$ cat src/supervision_regs.svh
// Constants of the special-setting supervision block
`ifndef SUPERVISION_REGS_SVH
`define SUPERVISION_REGS_SVH
`define OVERSPEED_MAX_RPM 16'd20000
`define OVERSPEED_INTERNAL_RPM 16'd6000
`define INIT_WAIT_MS 1500
`define WAIT_STEP_MS 100
`define WAIT_SETTING_MAX 7'd100
`define CLK_HZ 10000000
`define CYCLES_PER_MS (`CLK_HZ / 1000)
`define LATCH_EXT_BIT 0
`define LATCH_GEN_BIT 1
`define LOAD_GAIN_MIN -8'sd100
`define LOAD_GAIN_MAX 8'sd100
`define LOAD_GAIN_RST 8'sd0
`define LOAD_TC_MIN 12'd10
`define LOAD_TC_MAX 12'd2500
`define LOAD_TC_RST 12'd53
`define LATCH_SEL_RST 2'h0
`define WAIT_SET_RST 7'h00
`define THRESH_RST 16'h0000
`endif

$ cat src/supervision_pkg.sv
// Types of the special-setting supervision block
package supervision_pkg;
   typedef enum logic [1:0] {ST_INIT, ST_EXTRA, ST_READY} powerup_e;
   typedef logic signed [7:0] gain_t;
endpackage : supervision_pkg

$ cat src/warn_bus_if.sv
// Warning conditions and latch controls between top and latch module
`timescale 1ns/1ns
`default_nettype none
interface warn_bus_if;
   logic gen_cond;
   logic ext_cond;
   logic [1:0] latch_sel;
   logic clear;
   logic gen_warn;
   logic ext_warn;
   modport top (output gen_cond, ext_cond, latch_sel, clear, input gen_warn, ext_warn);
   modport latch (input gen_cond, ext_cond, latch_sel, clear, output gen_warn, ext_warn);
endinterface : warn_bus_if
`default_nettype wire

$ cat src/warning_latch.sv
// Warning indication latch
`timescale 1ns/1ns
`default_nettype none
`include "supervision_regs.svh"
module warning_latch (
   input wire logic sys_clk,
   input wire logic rstn,
   warn_bus_if.latch wb
);
   logic gen_r;
   logic gen_nxt;
   logic ext_r;
   logic ext_nxt;

   always_comb begin
      // Latched mode: condition sets, clear only drops it when condition is gone
      if (wb.latch_sel[`LATCH_EXT_BIT]) begin
         ext_nxt = wb.ext_cond | (ext_r & ~wb.clear);
      end else begin
         ext_nxt = wb.ext_cond;
      end
      if (wb.latch_sel[`LATCH_GEN_BIT]) begin
         gen_nxt = wb.gen_cond | (gen_r & ~wb.clear);
      end else begin
         gen_nxt = wb.gen_cond;
      end
   end

   always_ff @(posedge sys_clk) begin
      if (!rstn) begin
         gen_r <= 1'b0;
         ext_r <= 1'b0;
      end else begin
         gen_r <= gen_nxt;
         ext_r <= ext_nxt;
      end
   end

   assign wb.gen_warn = gen_r;
   assign wb.ext_warn = ext_r;
endmodule : warning_latch
`default_nettype wire

$ cat src/servo_special_supervision.sv
// Special-setting supervision: second over-speed, power-up wait, warnings, load compensation
`timescale 1ns/1ns
`default_nettype none
`include "supervision_regs.svh"
// What this block does
// - During the alarm emergency stop, a speed above the threshold (0..20000 r/min) raises the second over-speed fault.
// - A threshold of zero selects the internal over-speed level instead.
// - After power-up the block waits 1.5 s plus the setting (0..100) times 0.1 s before signalling ready.
// - Bit 0 of the latch select makes the extended warning latched when 1 and following when 0.
// - Bit 1 of the latch select makes the general warning latched when 1 and following when 0.
// - The load compensation gain is a signed -100..100 percent value, default 0, used in position and speed control.
// - The load compensation filter time constant is 10..2500 in 0.01 ms units, default 53.
module servo_special_supervision #(
   parameter int INIT_CYCLES = `INIT_WAIT_MS * `CYCLES_PER_MS,
   parameter int STEP_CYCLES = `WAIT_STEP_MS * `CYCLES_PER_MS,
   parameter logic [15:0] INTERNAL_RPM = `OVERSPEED_INTERNAL_RPM
) (
   input wire logic sys_clk,
   input wire logic rstn,
   input wire logic signed [16:0] motor_speed,
   input wire logic estop_active,
   input wire logic [15:0] second_overspeed_threshold,
   input wire logic [6:0] powerup_wait_setting,
   input wire logic [1:0] warning_latch_select,
   input wire logic signed [7:0] load_comp_gain,
   input wire logic [11:0] load_comp_filter_tc,
   input wire logic gen_warn_cond,
   input wire logic ext_warn_cond,
   input wire logic warn_clear,
   output logic second_overspeed_fault,
   output logic init_done,
   output logic gen_warning,
   output logic ext_warning,
   output logic signed [7:0] load_comp_gain_eff,
   output logic [11:0] load_comp_tc_eff
);
   // ----------------------------------------
   // Helpers
   // ----------------------------------------
   function automatic logic [16:0] magnitude(input logic signed [16:0] v);
      return v[16] ? 17'(-v) : 17'(v);
   endfunction : magnitude

   // Limit in force: internal level for zero, capped at the range top
   function automatic logic [15:0] overspeed_limit(input logic [15:0] th);
      logic [15:0] lv;
      if (th == 16'h0000) begin
         lv = INTERNAL_RPM;
      end else begin
         lv = th;
      end
      if (lv > `OVERSPEED_MAX_RPM) begin
         lv = `OVERSPEED_MAX_RPM;
      end
      return lv;
   endfunction : overspeed_limit

   // Gain kept inside -100..100 percent
   function automatic supervision_pkg::gain_t clamp_gain(input logic signed [7:0] v);
      supervision_pkg::gain_t r;
      r = v;
      if (v > `LOAD_GAIN_MAX) begin
         r = `LOAD_GAIN_MAX;
      end else if (v < `LOAD_GAIN_MIN) begin
         r = `LOAD_GAIN_MIN;
      end
      return r;
   endfunction : clamp_gain

   // Filter time constant kept inside 10..2500
   function automatic logic [11:0] clamp_tc(input logic [11:0] v);
      logic [11:0] r;
      r = v;
      if (v < `LOAD_TC_MIN) begin
         r = `LOAD_TC_MIN;
      end else if (v > `LOAD_TC_MAX) begin
         r = `LOAD_TC_MAX;
      end
      return r;
   endfunction : clamp_tc

   // ----------------------------------------
   // Second over-speed
   // ----------------------------------------
   logic ovs_r;
   logic ovs_nxt;
   logic [15:0] limit;

   always_comb begin
      limit = overspeed_limit(second_overspeed_threshold);
      // Fault sticks until the stop sequence ends
      ovs_nxt = ovs_r;
      if (!estop_active) begin
         ovs_nxt = 1'b0;
      // Magnitude, so reverse rotation is caught too
      end else if (magnitude(motor_speed) > {1'b0, limit}) begin
         ovs_nxt = 1'b1;
      end
   end

   always_ff @(posedge sys_clk) begin
      if (!rstn) begin
         ovs_r <= 1'b0;
      end else begin
         ovs_r <= ovs_nxt;
      end
   end
   assign second_overspeed_fault = ovs_r;

   // ----------------------------------------
   // Power-up wait
   // ----------------------------------------
   supervision_pkg::powerup_e st_r;
   supervision_pkg::powerup_e st_nxt;
   logic [31:0] cnt_r;
   logic [31:0] cnt_nxt;
   logic [6:0] steps_r;
   logic [6:0] steps_nxt;
   logic [6:0] wait_cap;
   logic [6:0] wait_lat_r;
   logic [6:0] wait_lat_nxt;

   assign wait_cap = (powerup_wait_setting > `WAIT_SETTING_MAX) ? `WAIT_SETTING_MAX : powerup_wait_setting;

   always_comb begin
      st_nxt = st_r;
      cnt_nxt = cnt_r + 32'd1;
      steps_nxt = steps_r;
      wait_lat_nxt = wait_lat_r;
      case (st_r)
         supervision_pkg::ST_INIT: begin
            if (cnt_r >= 32'(INIT_CYCLES - 1)) begin
               cnt_nxt = 32'd0;
               steps_nxt = 7'd0;
               // Setting is taken once, at the end of the fixed wait
               wait_lat_nxt = wait_cap;
               st_nxt = (wait_cap == 7'd0) ? supervision_pkg::ST_READY : supervision_pkg::ST_EXTRA;
            end
         end
         supervision_pkg::ST_EXTRA: begin
            if (cnt_r >= 32'(STEP_CYCLES - 1)) begin
               cnt_nxt = 32'd0;
               steps_nxt = steps_r + 7'd1;
               if (steps_r + 7'd1 >= wait_lat_r) begin
                  st_nxt = supervision_pkg::ST_READY;
               end
            end
         end
         supervision_pkg::ST_READY: begin
            // Counter stops once ready
            cnt_nxt = cnt_r;
         end
         default: begin
            // Unknown state restarts the wait
            st_nxt = supervision_pkg::ST_INIT;
            cnt_nxt = 32'd0;
         end
      endcase
   end

   always_ff @(posedge sys_clk) begin
      if (!rstn) begin
         st_r <= supervision_pkg::ST_INIT;
         cnt_r <= 32'd0;
         steps_r <= `WAIT_SET_RST;
         wait_lat_r <= `WAIT_SET_RST;
      end else begin
         st_r <= st_nxt;
         cnt_r <= cnt_nxt;
         steps_r <= steps_nxt;
         wait_lat_r <= wait_lat_nxt;
      end
   end
   assign init_done = (st_r == supervision_pkg::ST_READY);

   // ----------------------------------------
   // Warnings
   // ----------------------------------------
   // Latches kept in their own module
   warn_bus_if wb ();
   assign wb.gen_cond = gen_warn_cond;
   assign wb.ext_cond = ext_warn_cond;
   assign wb.latch_sel = warning_latch_select;
   assign wb.clear = warn_clear;

   warning_latch u_latch (
      .sys_clk(sys_clk),
      .rstn(rstn),
      .wb(wb)
   );
   assign gen_warning = wb.gen_warn;
   assign ext_warning = wb.ext_warn;

   // ----------------------------------------
   // Load compensation settings
   // ----------------------------------------
   supervision_pkg::gain_t gain_r;
   supervision_pkg::gain_t gain_nxt;
   logic [11:0] tc_r;
   logic [11:0] tc_nxt;

   // Clamped copies, one cycle late
   always_comb begin
      gain_nxt = clamp_gain(load_comp_gain);
      tc_nxt = clamp_tc(load_comp_filter_tc);
   end

   always_ff @(posedge sys_clk) begin
      if (!rstn) begin
         gain_r <= `LOAD_GAIN_RST;
         tc_r <= `LOAD_TC_RST;
      end else begin
         gain_r <= gain_nxt;
         tc_r <= tc_nxt;
      end
   end
   assign load_comp_gain_eff = gain_r;
   assign load_comp_tc_eff = tc_r;
endmodule : servo_special_supervision
`default_nettype wire

$ cat config.mk
export PLATFORM = sky130hd
export DESIGN_NAME = servo_special_supervision
export DESIGN_NICKNAME = d
export VERILOG_FILES = /design/src/supervision_pkg.sv /design/src/warn_bus_if.sv /design/src/warning_latch.sv /design/src/servo_special_supervision.sv
export VERILOG_INCLUDE_DIRS = /design/src
export SDC_FILE = /design/constraint.sdc
export NUM_CORES = 1
export LEC_CHECK = 0
export BUFFER_PORTS_ARGS = -buffer_cell sky130_fd_sc_hd__buf_2
export CORE_ASPECT_RATIO = 1.2
export CORE_UTILIZATION = 54
export DETAILED_ROUTE_END_ITERATION = 6
export PLACE_DENSITY = 0.79
export SLEW_MARGIN = 25
export SYNTH_ARGS = -nofsm -noshare
export SYNTH_HDL_FRONTEND = slang
export SYNTH_HIERARCHICAL = 1
export SYNTH_SLANG_ARGS = --single-unit
$ cat constraint.sdc
create_clock -name sys_clk -period 3.37 [get_ports sys_clk]
set_input_delay 0.1685 -clock sys_clk [delete_from_list [all_inputs] [get_ports sys_clk]]
set_output_delay 0.1685 -clock sys_clk [all_outputs]
set_load 0.01 [all_outputs]
==> results of run 1 <==
-- sequential cells by signal (all words and copies together), names as in the netlist --
register and cells:
wait_lat_r 7, u_latch/wb.ext_warn 1, steps_r 7, cnt_r 32
second_overspeed_fault 1, st_r 2, load_comp_gain_eff 8, u_latch/wb.gen_warn 1
load_comp_tc_eff 12
-- synthesized netlist by cell type, types with 2 or more instances --
library cell  count
nand2_1          98
dfxtp_1          71
nor2_1           56
o21ai_0          29
ha_1             27
a21oi_1          24
nand3_1          23
and2_1           21
xnor2_1          18
clkbuf_1         17
inv_1            17
nor3_1           14
o221ai_1         13
nand2b_1         11
nand4_1          10
nor4_1           10
a21o_1            8
o22ai_1           8
o31ai_1           7
nor2b_1           6
a31oi_1           5
and3_1            5
or2_2             5
a211oi_1          3
nand3b_1          3
o311a_1           3
or4_1             3
and4_1            2
buf_2             2
buf_6             2
mux2i_1           2
nand4b_1          2
nor3b_1           2
nor4_2            2
o211ai_1          2
o2bb2ai_1         2
o41ai_1           2
xor2_1            2
-- metrics by stage --
stage | hold slack [ns] | instances
2_1_floorplan | 0.275 | 558
3_3_place_gp | 0.364 | 724
3_5_place_dp | 0.368 | 724
4_1_cts | 0.00508 | 741
5_1_grt | 0.00686 | 741
6_report | 0.0172 | 741
-- area by class of cell --
class                   instances  area (µm²)  area share, %
well taps                      92         115           2.29
inverters                      18        67.6           1.35
flip-flops and latches         71        1420           28.3
clock buffers                  10         128           2.54
clock inverters                 6        68.8           1.37
multi-input cells             447        2710           54.1
repair buffers                 97         503           10.0
-- worst reg2reg max path, cell delays in order (launching register included) --
cell	delay (ns)
dfxtp_1	0.39
or4_4	0.56
nor4_2	0.16
o21ai_1	0.13
and3b_1	0.42
o21ai_0	0.51
o21ai_0	0.19
-- kinds of logic after synthesis --
logic type,after synthesis
mux,2
xor+xnor,20
simple gates,280
other cells,1
compound gates,117
flops,71
fa+ha+maj,27
buf+inv,40
-- per-layer routing --
layer	up-vias	part of all wire [%]	wire [µm]	global-route usage [%]
met4	0	3.5	375	13.2
met5	-	0	0	0
li1	2167	-	-	-
met3	29	6.8	718	7.40
met2	150	48	5030	45.6
met1	1939	42	4460	29.8
-- power by group through the flow --
| stage | clock (mW) | combinational (mW) | sequential (mW) |
|---|---|---|---|
| 6_report | 0.680 | 0.267 | 0.871 |
| 4_1_cts | 0.697 | 0.266 | 0.872 |
| 3_3_place_gp | 0 | 0.257 | 0.891 |
| 3_5_place_dp | 0 | 0.265 | 0.891 |
| 5_1_grt | 0.732 | 0.298 | 0.874 |
| 2_1_floorplan | 0 | 0.140 | 0.899 |
-- worst paths after layout --
kind                                                    start                     end  slack, ns  depth (start not counted)
worst max-delay path            second_overspeed_threshold[8]  second_overspeed_fault       0.64                         12
worst min-delay path                            ext_warn_cond     u_latch/wb.ext_warn       0.02                          3
worst max register to register                      cnt_r[16]               cnt_r[16]       0.87                          6
worst min register to register                      cnt_r[24]               cnt_r[24]       0.45                          1
==> out/metrics.yaml, run 1 <==
run_status: "completed"
arithmetic_cell_share_of_the_synthesized_area_counting_full_adders_half_adders_and_majority_gates_pct: 7.84
setup-tns-final_ns: 0
final_min_period_over_clock_period_pct: 81.1
drt_wl_total_mm: 10.6
internal_power_mw: 1.32
rsz0062_at_grt: "no"
p_leak_nw: 2.15
drt_first_pass_iters: 5
cts.sink_count: 71
ys_seq_elements: 71
netSwitchingFraction_pct: 27.3
clock_insertion_delay_at_the_later_pin_of_the_skew_report_ns: 0.36
fin_ws_ns: 0.638
combinationalPowerShare_pct: 14.7
synth.area.top_cells: "dfxtp_1 33%, nand2_1 8.5%, ha_1 7.8%"
rows: 35
final.setup_skew_ns: 0.00987
post-route-util_pct: 65.1
worst-path-buf-inv: 1
io_buffer_count: 91
critical-path-top-delay-family: "simple AND/OR/NAND/NOR gates"
switching_power_mw: 0.497
syn_nets: 653
timing_worst_slew_pin_value_ns: 0.813
cts-resized-gates: 0
cts-htree-levels: 3
initial_utilization_pct: 55.9
netlist_area_um2: 4310
relSlewSlack_pct: 45.4
end_kind: "register"
yosysSeqAreaShare_pct: 33.0
worst_setup_path_start_kind: "input port"
grt_antenna_before_repair: 0
pin_count: 92
slowest_delay_ns: 0.54
layout-drive-gt1-share_pct: 19.6
tritoncts: "yes"
synth-edff-count: 0
final-max-slew-violation-count: 0
critical-path-slowest-cell: "or4_1"
ir_drop_mv: 0.359
max_freq_ghz: 0.366
final_common_cell: "nand2_1"
vias: 4285
layout.cells.most_common_list: "98 x nand2_1, 91 x buf_2, 71 x dfxtp_1"
final_hold_violating_endpoints: 0
number_of_fill_cells_in_the_layout: 675
cp.required_ns: 3.61
clock_power_share_pct: 37.4
global_route.usage.total_pct: 26.3
cp_common_cell: "o21ai_0"
post_synth.cell_area_avg_um2: 7.72
detailedPlacementHpwl_mm: 8.15
drc_errors: 0
combinational_family_with_the_most_area_after_synthesis: "simple AND/OR/NAND/NOR gates"
cts-root-buf: "clkbuf_8"
dpl_cell_area_um2: 4810
worstHoldPathType: "input port to register"
setup_violations: 0
finalPower_mw: 1.82
die_height_um: 99.8
synth_top_cell_by_area: "dfxtp_1"
synth_compound_area_share_pct: 18.3
antenna-diode-count: 0
max_cap_violations: 0
cp_cell_sequence: "buf_2, or4_1, nand3b_1, nor3_1, o21ai_0, ha_1, a21o_1, nand3_1, a21oi_1, a2111oi_0, o21ai_0, o2bb2ai_1"
cts_max_path_buffers: 2
grt_overflow_total: 0
vias_per_cell: 5.78
grt_pass1_wl_mm: 17.8
post_cts_buffers: 0
synth_xor_xnor_area_share_pct: 4.07
number_of_global_route_vias_before_repair: 4135
antenna_violating_nets_post_route: 0
ys.flop_type: "dfxtp_1"
wl_per_cell_um: 14.3
worst-path-max-fanout: 5
place.gp.congestion: 0.951
fin_nets: 739
async_flop_share_pct: 0
worstSetupPathType: "input port to register"
layout_min_cycle_time_ns: 2.73
fp.dieW_um: 83.5
first_iter_violations: 212
post-synth-top-area-fraction_pct: 33.0
synthCells: 558
yosys-mux-area-fraction_pct: 0.465
core_region_area_um2: 7710
synth-simple-area-share_pct: 32.3
pwr_density_cell_nw_per_um2: 362
layout.cell_area.non_filler_um2: 5020
cts_inserted_buffers: 9
cts.reportedPaths.clkPinSlew_ns: 0.08
die-area_um2: 8340
cts-hold-fix-buffers: 1
worst-endpoint-arrival_ns: 2.97
pin_count_of_the_biggest_net_entering_global_routing: 42
areaGrowthSynthToFinish_pct: 16.5
power.share.sequential_pct: 47.9
dp_worst_setup_slack_ns: 0.316
ys.warnings.count: 6
distinct_cell_type_count_after_synthesis: 59
(Power assumes the default switching activity.)
==> run 2: changes to the inputs <==
--- a/config.mk
+++ b/config.mk
@@ -6,11 +6,12 @@
 export SDC_FILE = /design/constraint.sdc
 export NUM_CORES = 1
 export LEC_CHECK = 0
+export ABC_AREA = 1
 export BUFFER_PORTS_ARGS = -buffer_cell sky130_fd_sc_hd__buf_2
 export CORE_ASPECT_RATIO = 1.2
 export CORE_UTILIZATION = 54
 export DETAILED_ROUTE_END_ITERATION = 6
-export PLACE_DENSITY = 0.79
+export PLACE_DENSITY = 0.78
 export SLEW_MARGIN = 25
 export SYNTH_ARGS = -nofsm -noshare
 export SYNTH_HDL_FRONTEND = slang
==> constraint.sdc (replaced) <==
create_clock -name sys_clk -period 2.8 [get_ports sys_clk]
set_input_delay 0.14 -clock sys_clk [delete_from_list [all_inputs] [get_ports sys_clk]]
set_output_delay 0.14 -clock sys_clk [all_outputs]
set_load 0.01 [all_outputs]
==> out/metrics.yaml, run 2 <==
cts_max_path_buffers: 2  # unchanged
fp.dieW_um: 89.1  # +6.7%
grt_pass1_wl_mm: 18.8  # +5.6%
run_status: "completed"
die_height_um: 107  # +6.7%
vias: 4906  # +14%
final.setup_skew_ns: 0.0178  # +0.00788 ns
drt_wl_total_mm: 11.0  # +3.6%
yosysMostFrequentCell: "nand2_1"
rows: 37  # +5.7%
first_iter_violations: 227  # +7.1%
setup-tns-final_ns: 0  # unchanged
worstHoldPathType: "input port to register"
tritoncts: "yes"
synth-edff-count: 0  # unchanged
final_min_period_over_clock_period_pct: 87.0
max_cap_violations: 0  # unchanged
worst_setup_path_start_kind: "input port"
core_region_area_um2: 8700  # +13%
largest_register_ff_count: 32  # unchanged
grt_use_met3_pct: 5.20  # -2.2 points
setup_violations: 0  # unchanged
drt_first_pass_iters: 4  # -1
synthCells: 758  # +36%
antenna-diode-count: 0  # unchanged
min-delay-start: "load_comp_filter_tc[0]"
syn_nets: 853  # +31%
drc_errors: 0  # unchanged
netlist_area_um2: 4920  # +14%
final_hold_violating_endpoints: 0  # unchanged
antenna_violating_nets_post_route: 0  # unchanged
cts-root-buf: "clkbuf_8"
ys.warnings.count: 6  # unchanged
synth.area.top_cells: "dfxtp_1 29%, nand2_1 15%, inv_1 8.9%"
async_flop_share_pct: 0  # unchanged
global_route.usage.total_pct: 24.5  # -1.8 points
grt_use_met2_pct: 45.1  # -0.44 points
layout-drive-gt1-share_pct: 18.5  # -1.0 points
yosysSeqAreaShare_pct: 28.9  # -4.1 points
cts.reportedPaths.clkPinSlew_ns: 0.08  # about the same
final_common_cell: "nand2_1"
areaGrowthSynthToFinish_pct: 15.1
synth.cells.most_frequent: "203 x nand2_1, 117 x inv_1, 74 x nor2_1, 71 x dfxtp_1, 46 x nand3_1"
synth_top_cell_by_area: "dfxtp_1"
place.gp.congestion: 0.911  # -4.2%
p_leak_nw: 2.88  # +34%
timing.hold.ws_ns: 0.0394  # +0.0223 ns
cts_inserted_buffers: 9  # unchanged
detailedPlacementHpwl_mm: 8.54  # +4.8%
grtUsageMet1_pct: 26.4  # -3.3 points
pin_count: 92  # unchanged
layout.cells.most_common_list: "203 x nand2_1, 117 x inv_1, 91 x buf_2"
grt_antenna_before_repair: 0  # unchanged
r2r-start: "steps_r[0]"
rsz0062_at_grt: "no"
ys_seq_elements: 71  # unchanged
post-synth-top-area-fraction_pct: 28.9  # -4.1 points
distinct_cell_type_count_after_synthesis: 45  # -24%
finalPower_mw: 2.22  # +22%
number_of_global_route_vias_before_repair: 4714  # +14%
io_buffer_count: 91  # unchanged
max_freq_ghz: 0.410
end_kind: "register"
fin_nets: 942  # +27%
post-route-util_pct: 65.0  # about the same
wl_per_cell_um: 11.3  # -21%
cts.sink_count: 71  # unchanged
cp.required_ns: 3.07  # -0.54 ns
critical_path_startpoint: "second_overspeed_threshold[12]"
worst-path-max-fanout: 13  # +8
die-area_um2: 9500  # +14%
worstSetupPathType: "input port to register"
initial_utilization_pct: 56.5  # +0.64 points
grt_most_used_layer: "met2"
vias_per_cell: 5.06  # -12%
post_synth.cell_area_avg_um2: 6.49  # -16%
pin_count_of_the_biggest_net_entering_global_routing: 32  # -24%
final-max-slew-violation-count: 0  # unchanged
post_cts_buffers: 0  # unchanged
layout_min_cycle_time_ns: 2.44
grt_overflow_total: 0  # unchanged
max_flop_register: "cnt_r"
ir_drop_mv: 0.430  # +20%
cts-htree-levels: 3  # unchanged
pwr_density_cell_nw_per_um2: 392  # +8.3%
ys.flop_type: "dfxtp_1"
worst-endpoint-arrival_ns: 2.70  # -0.27 ns
clock_insertion_delay_at_the_later_pin_of_the_skew_report_ns: 0.35  # about the same
run 2: changes by cell type after synthesis, sizes merged, moves of 20 or more:
cell | before | now
a21oi | 25 | 51
nor2 | 57 | 83
nand2 | 98 | 217
nand3 | 23 | 56
and2 | 21 | 0
xor2 | 2 | 22
inv | 17 | 118
run 2: what timing repair did:
item | CTS | global route
endpoints found under the hold margin | 4 | 0
hold buffers | 4 | 0
resized for setup | 0 | 0
run 2: path summary, 6_finish.rpt:
kind | cells after the start | slack (ns) | end
worst max-delay path | 21 | 0.36 | second_overspeed_fault
worst min register to register | 2 | 0.44 | cnt_r[30]
worst min-delay path | 3 | 0.04 | load_comp_tc_eff[0]
worst max register to register | 14 | 0.58 | st_r[0]
run 2: kinds of logic (layout without fill, tap and decap cells):
| logic type | after synthesis | count (layout) | share of synthesized area (%) |
|---|---|---|---|
| AO/OA/AOI/OAI | 83 | 83 | 9.31 |
| buffers and inverters | 141 | 235 | 11.8 |
| other | 1 | 1 | 0.0762 |
| XOR/XNOR | 29 | 29 | 5.16 |
| AND/OR/NAND/NOR | 406 | 406 | 37.9 |
| flip-flops | 71 | 71 | 28.9 |
| adder cells (fa/ha/maj) | 27 | 27 | 6.87 |
run 2: final cells by class:
class,count,area [µm²]
Clock buffer,9,124
Clock inverter,7,78.8
Multi-Input combinational cell,546,2920
Sequential cell,71,1420
Timing Repair Buffer,98,518
Tap cell,117,146
Inverter,121,455
Fill cell,812,3040
run 2: through the flow:
stage	cells	setup slack (ns)	area [µm²]
final	969	0.363	5660
after global routing	969	0.0530	5660
after CTS	969	0.433	5660
after detailed placement	949	0.0889	5420
after global placement	949	0.253	5420
after floorplan	758	0.637	4920
run 2: report_power, final:
group / internal, mW / switching [mW] / total, mW
combinational: 0.137 / 0.194 / 0.332
sequential: 1.03 / 0.00957 / 1.04
clock: 0.422 / 0.423 / 0.845
run 2: metal layers:
metal  wire (µm)  vias up
met4         209        0
met2        5660      101
met5           0        -
li1            -     2566
met1        4640     2221
met3         447       18
run 2: critical path: stages:
cell and delay [ns]:
buf_2 0.09, inv_1 0.07, nand3_1 0.09, nor2_1 0.05, nand2_1 0.28, nand4_1 0.17, nor2_1 0.21, nand3_1 0.22
nand2_2 0.23, nand2_1 0.07, ha_1 0.30, nand2_1 0.10, nor3_1 0.17, nand2_1 0.07, nand3_1 0.08, nand2_1 0.05
nand2_1 0.06, nand2_1 0.04, nand2_1 0.05, nand2_1 0.05, a21oi_1 0.12
